--- src/core/fault_mgr_pkg.sv ---
// constants and types shared by the fault manager
package fault_mgr_pkg;

  // power stage actions, ordered by severity
  typedef enum logic [2:0] {
    STAGE_ACTIVE  = 3'h0,
    STAGE_RECIRC  = 3'h1,
    STAGE_LS_BRK  = 3'h2,
    STAGE_HS_BRK  = 3'h3,
    STAGE_HIZ     = 3'h4
  } stage_t;

  // recovery state of the actionable-fault machine
  typedef enum logic [1:0] {
    REC_IDLE   = 2'h0,
    REC_LATCH  = 2'h1,
    REC_RETRY  = 2'h2,
    REC_WAIT   = 2'h3
  } rec_t;

  localparam logic [1:0] OC_LATCH   = 2'h0;
  localparam logic [1:0] OC_RETRY   = 2'h1;
  localparam logic [1:0] OC_REPORT  = 2'h2;

  localparam logic [3:0] LK_HIZ_A   = 4'h0;
  localparam logic [3:0] LK_HIZ_B   = 4'h1;
  localparam logic [3:0] LK_HSB     = 4'h2;
  localparam logic [3:0] LK_LSB     = 4'h3;
  localparam logic [3:0] LK_R_HIZ_A = 4'h4;
  localparam logic [3:0] LK_R_HIZ_B = 4'h5;
  localparam logic [3:0] LK_R_HSB   = 4'h6;
  localparam logic [3:0] LK_R_LSB   = 4'h7;
  localparam logic [3:0] LK_REPORT  = 4'h8;

  localparam logic [3:0] CL_NEXT_R  = 4'h0;
  localparam logic [3:0] CL_NEXT_U  = 4'h1;
  localparam logic [3:0] CL_HOLD_R  = 4'h2;
  localparam logic [3:0] CL_HOLD_U  = 4'h3;
  localparam logic [3:0] CL_CNT_R   = 4'h4;
  localparam logic [3:0] CL_CNT_U   = 4'h5;
  localparam logic [3:0] CL_REPORT  = 4'h6;

  // gate stage flag bits
  localparam int GF_PUMP_UV = 0;
  localparam int GF_OVP     = 1;
  localparam int GF_OCP     = 2;
  // control flag bits
  localparam int CF_LOCK    = 0;
  localparam int CF_CLIMIT  = 1;

  // timing
  localparam int CLK_HZ             = 50_000_000;
  localparam int REPORT_DELAY_MS    = 200;
  localparam int REPORT_DELAY_CYC   = REPORT_DELAY_MS * (CLK_HZ / 1000);
  localparam int RETRY_MS_DEF       = 500;
  localparam int LOCK_RETRY_MS_DEF  = 1000;
  localparam int RETRY_CYC_DEF      = RETRY_MS_DEF * (CLK_HZ / 1000);
  localparam int LOCK_RETRY_CYC_DEF = LOCK_RETRY_MS_DEF * (CLK_HZ / 1000);
  localparam int CNT_W              = 32;

endpackage

--- src/core/motor_driver_fault_manager.sv ---
// fault response, recovery and reporting of the motor driver
// Notes on behaviour
// RULE1 - any active latched or retry fault pulls the fault pin low
// RULE2 - alarm enable set: alarm pin also goes high for actionable faults
// RULE3 - report-only faults use fault pin if alarm off, else alarm pin only
// RULE4 - priority: latched, longer retry, shorter retry, then report-only
// RULE5 - latched plus retry together: stay latched until host clears
// RULE6 - two retry faults together: retry after the longer interval only
// RULE7 - retry recovery re-enables outputs after interval once fault has gone
// RULE8 - latched faults keep outputs off until the host writes clear
// RULE9 - actionable fault report may lag the Hi-Z action up to 200 ms
// RULE10 - latched fault clear may take up to 200 ms after the command
// RULE11 - supply or analog undervoltage: Hi-Z, logic off, no report, auto recover
// RULE12 - regulator undervoltage: auto recover, no report
// RULE13 - pump undervoltage: Hi-Z, report on pin and gate flags, auto recover
// RULE14 - overvoltage: ignored if protection off, else Hi-Z, report, auto recover
// RULE15 - phase overcurrent mode: latched, retry, report-only or nothing
// RULE16 - regulator overcurrent: Hi-Z, logic off, no report, auto recover
// RULE17 - lock modes 0 to 3: latched Hi-Z, high brake or low brake
// RULE18 - lock modes 4 to 7 retry; 8 reports only; 1xx1 does nothing
// RULE19 - cycle limit modes 0,1: recirculate, resume next cycle, report mode 0
// RULE20 - cycle limit modes 2,3: recirculate until current drops
// RULE21 - cycle limit modes 4,5: resume after more than the set cycle count
// RULE22 - cycle limit mode 6 reports only; 7 and above do nothing
// RULE23 - flags held until cleared or recovered; pins released when none remain
`timescale 1ns/100ps
`default_nettype none
module motor_driver_fault_manager
  import fault_mgr_pkg::*;
#(
  parameter int CYC_W          = 8,
  parameter int REPORT_CYC     = REPORT_DELAY_CYC,
  parameter int RETRY_CYC      = RETRY_CYC_DEF,
  parameter int LOCK_RETRY_CYC = LOCK_RETRY_CYC_DEF
) (
  // clock and reset
  input  wire logic             ref_clk,
  input  wire logic             rst_n,
  // detections, high while the condition is present
  input  wire logic             supplyUndervoltage,
  input  wire logic             analogUndervoltage,
  input  wire logic             regulator_undervoltage_fault,
  input  wire logic             regulator_overcurrent_fault,
  input  wire logic             pump_undervoltage_fault,
  input  wire logic             supply_overvoltage_fault,
  input  wire logic             phase_overcurrent_fault,
  input  wire logic             motor_lock_fault,
  input  wire logic             cycle_current_limit,
  input  wire logic             pwmStart,
  // configuration
  input  wire logic             alarmPinEnable,
  input  wire logic             overvoltage_protect_enable,
  input  wire logic [1:0]       phase_overcurrent_mode,
  input  wire logic [3:0]       motor_lock_mode,
  input  wire logic [3:0]       cycle_limit_mode,
  input  wire logic [CYC_W-1:0] cycle_limit_retry_count,
  // host command, one-cycle pulse
  input  wire logic             clear_fault_bit,
  // power stage
  output logic                  stageHiZ,
  output logic                  stageHsBrake,
  output logic                  stageLsBrake,
  output logic                  stageRecirc,
  output logic                  logicEnable,
  // reporting
  output logic                  fault_indicator_n,
  output logic                  alarmPin,
  output logic [2:0]            gate_stage_fault_flags,
  output logic [1:0]            control_fault_flags
);

  typedef struct packed {
    rec_t        rec;
    stage_t      stage;
    logic        latchOcp;
    logic        latchLock;
    logic        retryOcp;
    logic        retryLock;
    logic [31:0] ocpTimer;
    logic [31:0] lockTimer;
    logic [31:0] repTimer;
    logic        reported;
    logic        clearPend;
    logic [31:0] clrTimer;
    logic        faultN;
    logic        alarm;
    logic [2:0]  gateFlags;
    logic [1:0]  ctrlFlags;
    logic        hiZ;
    logic        hsb;
    logic        lsb;
    logic        recirc;
    logic        logicOn;
  } mgr_state_t;

  localparam logic [31:0] REP_LAST   = 32'(REPORT_CYC);
  localparam logic [31:0] RETRY_LAST = 32'(RETRY_CYC);
  localparam logic [31:0] LOCK_LAST  = 32'(LOCK_RETRY_CYC);

  mgr_state_t st_ff;
  mgr_state_t nxt_st;
  logic       climRecirc;
  logic       climReport;

  // current limit handled in its own unit
  cycle_limit_unit #(
    .CYC_W(CYC_W)
  ) u_climit (
    .ref_clk                 (ref_clk),
    .rst_n                   (rst_n),
    .cycle_current_limit     (cycle_current_limit),
    .pwmStart                (pwmStart),
    .cycle_limit_mode        (cycle_limit_mode),
    .cycle_limit_retry_count (cycle_limit_retry_count),
    .recircOn                (climRecirc),
    .limitReport             (climReport)
  );

  // saturating count toward a limit
  function automatic logic [31:0] tick(input logic [31:0] v, input logic [31:0] lim);
    tick = (v < lim) ? v + 32'h1 : v;
  endfunction

  // decoded configuration
  logic   ocpLatchMode;
  logic   ocpRetryMode;
  logic   ocpReportMode;
  logic   lockLatchMode;
  logic   lockRetryMode;
  logic   lockReportMode;
  stage_t lockStage;
  logic   supplyDown;
  logic   ovpHit;
  logic   actionable;
  logic   reportOnly;
  logic   ocpRetryActive;
  logic   lockRetryActive;

  always_comb begin
    ocpLatchMode   = (phase_overcurrent_mode == OC_LATCH);  // see RULE15
    ocpRetryMode   = (phase_overcurrent_mode == OC_RETRY);  // see RULE15
    ocpReportMode  = (phase_overcurrent_mode == OC_REPORT); // see RULE15
    lockLatchMode  = (motor_lock_mode[3:2] == 2'h0);        // see RULE17
    lockRetryMode  = (motor_lock_mode[3:2] == 2'h1);        // see RULE18
    lockReportMode = (motor_lock_mode == LK_REPORT);        // see RULE18
    case (motor_lock_mode)
      LK_HSB, LK_R_HSB: lockStage = STAGE_HS_BRK; // see RULE17
      LK_LSB, LK_R_LSB: lockStage = STAGE_LS_BRK; // see RULE17
      default:          lockStage = STAGE_HIZ;
    endcase
    supplyDown = supplyUndervoltage || analogUndervoltage
                 || regulator_overcurrent_fault; // see RULE11
    ovpHit     = supply_overvoltage_fault && overvoltage_protect_enable; // see RULE14
    ocpRetryActive  = st_ff.retryOcp;
    lockRetryActive = st_ff.retryLock;
    actionable = st_ff.latchOcp || st_ff.latchLock || ocpRetryActive || lockRetryActive
                 || pump_undervoltage_fault || ovpHit;
    reportOnly = (phase_overcurrent_fault && ocpReportMode)
                 || (motor_lock_fault && lockReportMode) || climReport; // see RULE22
  end

  always_comb begin
    nxt_st = st_ff;
    // latching faults capture and hold; set beats clear
    if (phase_overcurrent_fault && ocpLatchMode) begin
      nxt_st.latchOcp = 1'b1; // see RULE8
    end
    if (motor_lock_fault && lockLatchMode) begin
      nxt_st.latchLock = 1'b1; // see RULE17
    end
    if (phase_overcurrent_fault && ocpRetryMode) begin
      nxt_st.retryOcp = 1'b1;
      nxt_st.ocpTimer = '0;
    end else if (st_ff.retryOcp) begin
      // interval runs only once the condition has gone
      nxt_st.ocpTimer = tick(st_ff.ocpTimer, RETRY_LAST); // see RULE7
    end
    if (motor_lock_fault && lockRetryMode) begin
      nxt_st.retryLock = 1'b1;
      nxt_st.lockTimer = '0;
    end else if (st_ff.retryLock) begin
      nxt_st.lockTimer = tick(st_ff.lockTimer, LOCK_LAST); // see RULE18
    end
    // clear command: takes effect after a fixed settling delay
    if (clear_fault_bit) begin
      nxt_st.clearPend = 1'b1;
      nxt_st.clrTimer  = '0;
    end else if (st_ff.clearPend) begin
      nxt_st.clrTimer = tick(st_ff.clrTimer, REP_LAST);
      if (st_ff.clrTimer == REP_LAST) begin
        nxt_st.clearPend = 1'b0; // see RULE10
        if (!(phase_overcurrent_fault && ocpLatchMode)) begin
          nxt_st.latchOcp = 1'b0; // see RULE8
        end
        if (!(motor_lock_fault && lockLatchMode)) begin
          nxt_st.latchLock = 1'b0;
        end
      end
    end
    // both retry faults drop together once the longer interval is done
    if (st_ff.retryOcp || st_ff.retryLock) begin
      if ((!st_ff.retryOcp || st_ff.ocpTimer == RETRY_LAST)
          && (!st_ff.retryLock || st_ff.lockTimer == LOCK_LAST)
          && !(phase_overcurrent_fault && ocpRetryMode)
          && !(motor_lock_fault && lockRetryMode)) begin
        nxt_st.retryOcp  = 1'b0; // see RULE6
        nxt_st.retryLock = 1'b0; // see RULE6
      end
    end
    // recovery state, priority order
    if (st_ff.latchOcp || st_ff.latchLock) begin
      nxt_st.rec = REC_LATCH; // see RULE4 RULE5
    end else if (st_ff.retryOcp || st_ff.retryLock) begin
      nxt_st.rec = REC_RETRY; // see RULE4
    end else if (actionable) begin
      nxt_st.rec = REC_WAIT;
    end else begin
      nxt_st.rec = REC_IDLE;
    end
    // power stage action, most severe wins
    nxt_st.stage = STAGE_ACTIVE;
    if (climRecirc) begin
      nxt_st.stage = STAGE_RECIRC; // see RULE19
    end
    if (st_ff.retryLock && lockStage != STAGE_HIZ) begin
      nxt_st.stage = lockStage; // see RULE18
    end
    if (st_ff.latchLock && lockStage != STAGE_HIZ) begin
      nxt_st.stage = lockStage; // see RULE17
    end
    if (supplyDown || pump_undervoltage_fault || ovpHit
        || st_ff.latchOcp || st_ff.retryOcp
        || (st_ff.latchLock && lockStage == STAGE_HIZ)
        || (st_ff.retryLock && lockStage == STAGE_HIZ)) begin
      nxt_st.stage = STAGE_HIZ; // see RULE11 RULE13 RULE14 RULE15
    end
    nxt_st.hiZ     = (nxt_st.stage == STAGE_HIZ);
    nxt_st.hsb     = (nxt_st.stage == STAGE_HS_BRK);
    nxt_st.lsb     = (nxt_st.stage == STAGE_LS_BRK);
    nxt_st.recirc  = (nxt_st.stage == STAGE_RECIRC);
    // regulator undervoltage leaves logic running; choice allowed
    nxt_st.logicOn = !supplyDown; // see RULE11 RULE12 RULE16
    // report lag after an actionable fault begins, bounded by the report delay
    if (actionable) begin
      nxt_st.repTimer = tick(st_ff.repTimer, REP_LAST);
      nxt_st.reported = st_ff.reported || (st_ff.repTimer == REP_LAST); // see RULE9
    end else begin
      nxt_st.repTimer = '0;
      nxt_st.reported = 1'b0; // see RULE23
    end
    // pins; undervoltage of supply gives no report at all
    if (supplyDown) begin
      nxt_st.faultN    = 1'b1; // see RULE11
      nxt_st.alarm     = 1'b0;
      nxt_st.gateFlags = '0;
      nxt_st.ctrlFlags = '0;
    end else begin
      nxt_st.faultN = !((actionable && st_ff.reported)
                        || (reportOnly && !alarmPinEnable)); // see RULE1 RULE3 RULE23
      nxt_st.alarm  = alarmPinEnable
                      && ((actionable && st_ff.reported) || reportOnly); // see RULE2 RULE3
      nxt_st.gateFlags[GF_PUMP_UV] = pump_undervoltage_fault && st_ff.reported; // see RULE13
      nxt_st.gateFlags[GF_OVP]     = ovpHit && st_ff.reported; // see RULE14
      nxt_st.gateFlags[GF_OCP]     = ((st_ff.latchOcp || st_ff.retryOcp) && st_ff.reported)
                                     || (phase_overcurrent_fault && ocpReportMode);
      nxt_st.ctrlFlags[CF_LOCK]    = ((st_ff.latchLock || st_ff.retryLock) && st_ff.reported)
                                     || (motor_lock_fault && lockReportMode); // see RULE23
      nxt_st.ctrlFlags[CF_CLIMIT]  = climReport;
    end
  end

  always_ff @(posedge ref_clk or negedge rst_n) begin
    if (!rst_n) begin
      st_ff         <= '0;
      st_ff.faultN  <= 1'b1;
      st_ff.logicOn <= 1'b1;
    end else begin
      st_ff <= nxt_st;
    end
  end

  assign stageHiZ               = st_ff.hiZ;
  assign stageHsBrake           = st_ff.hsb;
  assign stageLsBrake           = st_ff.lsb;
  assign stageRecirc            = st_ff.recirc;
  assign logicEnable            = st_ff.logicOn;
  assign fault_indicator_n      = st_ff.faultN;
  assign alarmPin               = st_ff.alarm;
  assign gate_stage_fault_flags = st_ff.gateFlags;
  assign control_fault_flags    = st_ff.ctrlFlags;

endmodule
`default_nettype wire

--- src/core/cycle_limit_unit.sv ---
// cycle-by-cycle current limit response
`timescale 1ns/100ps
`default_nettype none
module cycle_limit_unit
  import fault_mgr_pkg::*;
#(
  parameter int CYC_W = 8
) (
  // clock and reset
  input  wire logic             ref_clk,
  input  wire logic             rst_n,
  // detection and setup
  input  wire logic             cycle_current_limit,
  input  wire logic             pwmStart,
  input  wire logic [3:0]       cycle_limit_mode,
  input  wire logic [CYC_W-1:0] cycle_limit_retry_count,
  // response
  output logic                  recircOn,
  output logic                  limitReport
);

  typedef struct packed {
    logic             recirc;
    logic             report;
    logic [CYC_W-1:0] cycles;
  } cl_state_t;

  cl_state_t st_ff;
  cl_state_t nxt_st;

  always_comb begin
    nxt_st = st_ff;
    case (cycle_limit_mode)
      CL_NEXT_R, CL_NEXT_U: begin
        // resume at the next switching cycle
        if (cycle_current_limit) begin
          nxt_st.recirc = 1'b1; // see RULE19
        end else if (pwmStart) begin
          nxt_st.recirc = 1'b0; // see RULE19
        end
        nxt_st.report = nxt_st.recirc && (cycle_limit_mode == CL_NEXT_R); // see RULE19
        nxt_st.cycles = '0;
      end
      CL_HOLD_R, CL_HOLD_U: begin
        nxt_st.recirc = cycle_current_limit; // see RULE20
        nxt_st.report = cycle_current_limit && (cycle_limit_mode == CL_HOLD_R); // see RULE20
        nxt_st.cycles = '0;
      end
      CL_CNT_R, CL_CNT_U: begin
        if (!st_ff.recirc) begin
          nxt_st.recirc = cycle_current_limit;
          nxt_st.cycles = '0;
        end else if (pwmStart) begin
          // this start ends switching cycle cycles+1
          if (st_ff.cycles >= cycle_limit_retry_count) begin
            nxt_st.recirc = 1'b0; // see RULE21
            nxt_st.cycles = '0;
          end else if (st_ff.cycles != '1) begin
            nxt_st.cycles = st_ff.cycles + 1'b1;
          end
        end
        nxt_st.report = nxt_st.recirc && (cycle_limit_mode == CL_CNT_R); // see RULE21
      end
      CL_REPORT: begin
        nxt_st.recirc = 1'b0;
        nxt_st.report = cycle_current_limit; // see RULE22
        nxt_st.cycles = '0;
      end
      default: begin
        nxt_st = '0; // see RULE22
      end
    endcase
  end

  always_ff @(posedge ref_clk or negedge rst_n) begin
    if (!rst_n) begin
      st_ff <= '0;
    end else begin
      st_ff <= nxt_st;
    end
  end

  assign recircOn    = st_ff.recirc;
  assign limitReport = st_ff.report;

endmodule
`default_nettype wire

--- config.mk ---
export PLATFORM = sky130hd
export DESIGN_NAME = motor_driver_fault_manager
export DESIGN_NICKNAME = d
export VERILOG_FILES = /design/src/core/fault_mgr_pkg.sv /design/src/core/motor_driver_fault_manager.sv /design/src/core/cycle_limit_unit.sv
export SDC_FILE = /design/constraint.sdc
export NUM_CORES = 1
export LEC_CHECK = 0
export BUFFER_PORTS_ARGS = -buffer_cell sky130_fd_sc_hd__buf_2
export CAP_MARGIN = 20
export CORE_MARGIN = 5
export CORE_UTILIZATION = 66
export DETAILED_ROUTE_END_ITERATION = 8
export PLACE_DENSITY = 0.85
export RECOVER_POWER = 100
export SYNTH_ARGS = -nofsm -noshare
export SYNTH_HDL_FRONTEND = slang
export SYNTH_SLANG_ARGS = --single-unit
--- constraint.sdc ---
create_clock -name ref_clk -period 6.54 [get_ports ref_clk]
set_input_delay 1.308 -clock ref_clk [delete_from_list [all_inputs] [get_ports ref_clk]]
set_output_delay 1.308 -clock ref_clk [all_outputs]
set_load 0.005 [all_outputs]
Word-level counts from Yosys, hierarchy flattened
Cells that the tools add are included.
- flip-flop bits (word level): 156
- input bits: 33
- output and inout bits: 12
- $add $sub $neg: 5
- $lt $le $gt $ge: 5
- eq/ne operators: 28
- mux-type cells: 41
- reduce and logical (&&, ||, !) cells: 74
- operator list (operator ; number):
    $mux W32 ; 8
    $add A32 B1 Y32 const B ; 4
    $mux W33 ; 3
    $eq A32 B24 Y1 const B ; 2
    $lt A32 B24 Y1 const B ; 2
    $pmux W10 S4 ; 1
    $eq A32 B25 Y1 const B ; 1
    $eq A32 B26 Y1 const B ; 1
    $lt A32 B25 Y1 const B ; 1
    $lt A32 B26 Y1 const B ; 1
    $mux W8 ; 4
    $logic_or A1 B1 Y1 ; 25
    $logic_and A1 B1 Y1 ; 24
    $eq A4 B3 Y1 const B ; 5
    $eq A4 B2 Y1 const B ; 4
    $mux W1 ; 15
    $reduce_bool A2 Y1 ; 6
    $mux W2 ; 5
    $reduce_or A2 Y1 ; 5
    $mux W3 ; 3
    $add A8 B1 Y8 const B ; 1
    $ge A8 B8 Y1 ; 1
    $ne A8 B8 Y1 const B ; 1
    $reduce_and A2 Y1 ; 4
    other kinds (15) ; 26

Depth between registers and ports, before layout
- depth after elaboration: 10
- gate-level depth with buffers: 9

By module
Synthesis repeated with hierarchy kept, for this count alone.
- cell total of the unflattened synthesis: 908
- area total of the unflattened synthesis: 8333.0 um^2
- modules (own cells, without submodules) (module ; times used ; cells an instance ; area each (um^2) ; seq. area each (um^2)):
    motor_driver_fault_manager ; 1 ; 820 ; 7514.7 ; 3656.0
    cycle_limit_unit ; 1 ; 88 ; 818.3 ; 250.2

Least setup slack after synthesis
OpenSTA, ideal clock, no wires.
- path kind: input port to flip-flop
- start point: in supply_overvoltage_fault
- end point: reg st_ff[45] (netlist name)
- arrival: 2.729 ns
- required time: 6.408 ns
- path slack: 3.679 ns
- stages: 5
- buffers on the path: 2
- cells stage by stage: a2111o_1 > nor3_1 > clkbuf_1 > clkbuf_1 > nor2_1
- RTL lines (element ; RTL line ; text):
    start, declared ; motor_driver_fault_manager.sv:45 ; input wire logic supply_overvoltage_fault,
    end signal, assigned ; motor_driver_fault_manager.sv:278 ; st_ff <= nxt_st;
    end, declared ; motor_driver_fault_manager.sv:100 ; mgr_state_t st_ff;

Final worst setup path
- start point: reg st_ff[136] (netlist name)
- end point: reg st_ff[132] (netlist name)
- longest elaborated chain between the ends: 3
- RTL lines (element ; RTL line ; text):
    $lt A32 B25 Y1 ; motor_driver_fault_manager.sv:121 ; tick = (v < lim) ? v + 32'h1 : v;
    $reduce_bool A2 Y1 (no line) ; n/a ;
    $reduce_and A2 Y1 (no line) ; n/a ;
No other way between the ends.
A chain may end at the register's enable or synchronous reset.

==> impl_metrics.prom <==
# TYPE chip_impl_metric gauge
chip_impl_info{name="layout_commonest_cell",value="sky130_fd_sc_hd__dfrtp_1"} 1
chip_impl_metric{name="post_synth_instance_area",unit="sq um"} 8080
chip_impl_info{name="synth_ff_type",value="sky130_fd_sc_hd__dfrtp_1"} 1
chip_impl_metric{name="skew",unit="ps"} 10.5
chip_impl_metric{name="grt_first_pass_wirelength",unit="um"} 31300
chip_impl_metric{name="first_global_vias",unit=""} 6599
chip_impl_metric{name="fraction_of_synthesis_flops_using_an_asynchronous_set_or_reset_pin",unit="%"} 100
chip_impl_metric{name="gr-total-overflow",unit=""} 0
chip_impl_metric{name="grt_max_degree",unit=""} 102
chip_impl_info{name="crit_chain",value="or4_1 -> a2111oi_4 -> nand3_1 -> or3_1 -> a21oi_1"} 1
chip_impl_metric{name="cts-root-to-sink-buffers",unit=""} 2
chip_impl_metric{name="layout.cell_area.non_filler",unit="sq um"} 8890
chip_impl_info{name="cts_tree",value="built"} 1
chip_impl_metric{name="cp.arrival",unit="ps"} 3410
chip_impl_info{name="whs_endpoint",value="st_ff[74]"} 1
chip_impl_metric{name="p_leak",unit="nW"} 3.94
chip_impl_metric{name="p_int",unit="mW"} 1.77
chip_impl_info{name="rsz_0062_raised_after_global_routing",value="no"} 1
chip_impl_metric{name="antenna_cells",unit=""} 0
chip_impl_info{name="startpoint_types",value="flip-flop"} 1
chip_impl_info{name="worstSetupEndpointType",value="flip-flop"} 1
chip_impl_metric{name="crit_buf_inv",unit=""} 0
chip_impl_metric{name="floorplan.die_area",unit="sq um"} 14500
chip_impl_info{name="clock_tree.root_cell",value="sky130_fd_sc_hd__clkbuf_16"} 1
chip_impl_metric{name="vdd_drop_max",unit="mV"} 0.209
chip_impl_metric{name="p_sw_share",unit="%"} 28.8
chip_impl_metric{name="ant_nets",unit=""} 0
chip_impl_metric{name="initial_core_util",unit="%"} 67.2
chip_impl_metric{name="port-buffer-count",unit=""} 43
chip_impl_metric{name="num_cts_buffers",unit=""} 17
chip_impl_metric{name="final-setup-viol-count",unit=""} 0
chip_impl_metric{name="dp_hpwl",unit="um"} 12400
chip_impl_metric{name="data_required_time_at_the_worst_endpoint",unit="ps"} 6880
chip_impl_metric{name="drt_iter0_drc",unit=""} 686
chip_impl_metric{name="area_growth_syn_to_layout",unit="%"} 10.0
chip_impl_metric{name="synthesis.yosys.warnings",unit=""} 0
chip_impl_metric{name="syn_inst",unit=""} 844
chip_impl_metric{name="ys_types",unit=""} 66
chip_impl_metric{name="clk_latency",unit="ps"} 430
chip_impl_metric{name="worst-path-max-fanout",unit=""} 13
chip_impl_metric{name="dpl-instance-area",unit="sq um"} 8340
chip_impl_metric{name="route.vias.total",unit=""} 6594
chip_impl_metric{name="cts.sinks",unit=""} 156
chip_impl_metric{name="slowest_delay",unit="ps"} 790
chip_impl_info{name="worst_hold_startpoint",value="st_ff[74]"} 1
chip_impl_metric{name="final_max_slew_viol_count",unit=""} 0
chip_impl_metric{name="power.net_switching",unit="uW"} 715
chip_impl_metric{name="avgSynthCellArea",unit="sq um"} 9.57
chip_impl_metric{name="detailedRoute.firstPassIterationCount",unit=""} 5
chip_impl_metric{name="finalWorstPathRequiredPeriod",unit="ps"} 3070
chip_impl_metric{name="synth_nets",unit=""} 894
chip_impl_info{name="r2r_start",value="st_ff[136]"} 1
chip_impl_metric{name="final_layout_size_suffix_gt1_share",unit="%"} 8.89
chip_impl_metric{name="fmaxAchievable",unit="MHz"} 326
chip_impl_metric{name="die_w",unit="um"} 121
chip_impl_metric{name="drv_cap",unit=""} 0
chip_impl_metric{name="ys_ff_latch",unit=""} 156
chip_impl_metric{name="h_tree_depth",unit=""} 4
chip_impl_metric{name="drc_errors",unit=""} 0
chip_impl_metric{name="synth-edff-count",unit=""} 0
chip_impl_metric{name="p_clk_share",unit="%"} 39.1
chip_impl_info{name="critPathSlowestCell",value="sky130_fd_sc_hd__a2111oi_4"} 1
chip_impl_metric{name="timing.final.crit_share",unit="%"} 46.9
chip_impl_metric{name="cts_hold_buffers",unit=""} 0
chip_impl_metric{name="power.share.sequential",unit="%"} 46.3
chip_impl_metric{name="cts_post_setup_buffers_inserted",unit=""} 0
chip_impl_metric{name="slew_of_the_pin_with_the_lowest_slew_margin",unit="ps"} 1490
chip_impl_metric{name="place.gp.congestion",unit=""} 0.856
chip_impl_metric{name="final_net_count",unit=""} 926
chip_impl_metric{name="antenna_found_initial",unit=""} 0
chip_impl_metric{name="hold_depth",unit=""} 1
chip_impl_metric{name="report.final.hold_viol_count",unit=""} 0
chip_impl_metric{name="floorplan.io_pins",unit=""} 45
chip_impl_metric{name="die_h",unit="um"} 121
chip_impl_metric{name="regToRegSetupSlack",unit="ps"} 3470
chip_impl_info{name="mostFrequentLayoutCells",value="sky130_fd_sc_hd__dfrtp_1, sky130_fd_sc_hd__nor2_1, sky130_fd_sc_hd__nand2_1"} 1
chip_impl_metric{name="power.density_cell_area",unit="nW/um^2"} 280
chip_impl_info{name="crit_family",value="simple AND/OR/NAND/NOR gates"} 1
chip_impl_metric{name="reg2reg_depth",unit=""} 5
chip_impl_metric{name="global_route.usage.total",unit="%"} 26.7
chip_impl_metric{name="wirelength",unit="um"} 18400
chip_impl_metric{name="core",unit="sq um"} 12000
chip_impl_info{name="outcome",value="completed"} 1
chip_impl_metric{name="totalNegativeSetupSlack",unit="ps"} 0
chip_impl_info{name="min-delay-path-class",value="flip-flop to flip-flop"} 1
chip_impl_metric{name="cts.reportedPaths.clkPinSlew",unit="ps"} 60
chip_impl_metric{name="num-fill-cells",unit=""} 846
chip_impl_metric{name="synth-seq-area-share",unit="%"} 48.4
chip_impl_metric{name="relSlewSlack",unit="%"} 0.619
chip_impl_metric{name="vias_per_cell",unit=""} 6.36
chip_impl_metric{name="share_comb_of_total_power",unit="%"} 14.6
chip_impl_metric{name="post_cts_resized",unit=""} 0
chip_impl_metric{name="wire_per_inst",unit="um"} 17.8
chip_impl_info{name="timing_worst_setup_path_type",value="flip-flop to flip-flop"} 1
chip_impl_info{name="rr_endpoint",value="st_ff[132]"} 1
chip_impl_metric{name="rows",unit=""} 40
==> synth_stat cells (12+ instances only) <==
| cell | count | share of area, % |
|---|---|---|
| sky130_fd_sc_hd__nor3_1 | 17 | 1.1 |
| sky130_fd_sc_hd__xor2_1 | 31 | 3.4 |
| sky130_fd_sc_hd__nand4_1 | 43 | 3.3 |
| sky130_fd_sc_hd__o21ai_0 | 33 | 2.0 |
| sky130_fd_sc_hd__or3_1 | 24 | 1.9 |
| sky130_fd_sc_hd__nor2b_1 | 19 | 1.5 |
| sky130_fd_sc_hd__clkbuf_1 | 22 | 1.0 |
| sky130_fd_sc_hd__and2_1 | 23 | 1.8 |
| sky130_fd_sc_hd__dfrtp_1 | 154 | 48 |
| sky130_fd_sc_hd__and3_1 | 18 | 1.4 |
| sky130_fd_sc_hd__nor2_1 | 91 | 4.2 |
| sky130_fd_sc_hd__inv_1 | 36 | 1.7 |
| sky130_fd_sc_hd__nand3_1 | 42 | 2.6 |
| sky130_fd_sc_hd__a21oi_1 | 41 | 2.5 |
| sky130_fd_sc_hd__xnor2_1 | 20 | 2.2 |
| sky130_fd_sc_hd__or4_1 | 17 | 1.6 |
| sky130_fd_sc_hd__nor4_1 | 12 | 0.93 |
| sky130_fd_sc_hd__nand2_1 | 58 | 2.7 |
| sky130_fd_sc_hd__ha_1 | 17 | 2.6 |
| sky130_fd_sc_hd__and4_1 | 15 | 1.6 |
==> worst max-delay path by stage <==
stage / depth (start not counted) / startpoint / slack [ps] / endpoint
2_1_floorplan: 5 / supply_overvoltage_fault / 3680 / st_ff[45]
3_3_place_gp: 8 / cycle_limit_retry_count[0] / 3410 / u_climit.st_ff[2]
3_5_place_dp: 8 / cycle_limit_retry_count[0] / 3310 / u_climit.st_ff[2]
4_1_cts: 5 / st_ff[136] / 3430 / st_ff[132]
5_1_grt: 8 / motor_lock_fault / 3230 / lockRetryActive
6_report: 5 / st_ff[136] / 3470 / st_ff[132]
==> kinds of logic after synthesis <==
kind of cell	after synthesis	share of synthesized area (%)
fa+ha+maj	17	2.63
simple gates	411	28.1
mux	6	0.775
compound gates	133	10.8
xor+xnor	51	5.53
buf+inv	70	3.78
flops	156	48.4
==> state kept, by name, indices dropped and copies added, names as in the netlist, 2 cells and up <==
register                cells
gate_stage_fault_flags      3
control_fault_flags         2
u_climit.st_ff              8
st_ff                     132
==> layout make-up <==
type	instances	area (sq um)	share of cell area, %
sequential	156	3910	44.0
tap	147	184	2.07
inverter	36	135	1.52
clock inverter	11	120	1.35
timing repair buffer	47	235	2.65
multi-input combinational	618	3840	43.3
clock buffer	21	460	5.18
==> per-layer routing <==
| metal | global-route usage, % | wire length (um) | vias to the layer above |
|---|---|---|---|
| met5 | 0 | 0 | - |
| met4 | 9.21 | 383 | 0 |
| met3 | 6.03 | 850 | 41 |
| met2 | 43.9 | 9210 | 188 |
| met1 | 35.1 | 8000 | 3265 |
| li1 | - | - | 3100 |
==> metrics by stage <==
stage / power (mW) / util (%) / std cells / hold WS [ps] / worst slack, ps
2_1_floorplan: 1.41 / - / 844 / 444 / 3680
3_3_place_gp: 1.49 / 69.4 / 1003 / 460 / 3410
3_5_place_dp: 1.52 / 69.4 / 1003 / 467 / 3310
4_1_cts: 2.49 / 74.3 / 1035 / 491 / 3430
5_1_grt: 2.60 / 74.0 / 1036 / 515 / 3230
6_report: 2.48 / 74.0 / 1036 / 493 / 3470
==> power by group through the flow <==
stage,registers (mW),logic (mW),clock network [mW]
3_3_place_gp,1.16,0.337,0
6_report,1.15,0.364,0.970
5_1_grt,1.16,0.407,1.03
2_1_floorplan,1.13,0.277,0
3_5_place_dp,1.16,0.360,0
4_1_cts,1.15,0.365,0.977
No activity file was read; power rests on OpenSTA's default activity.
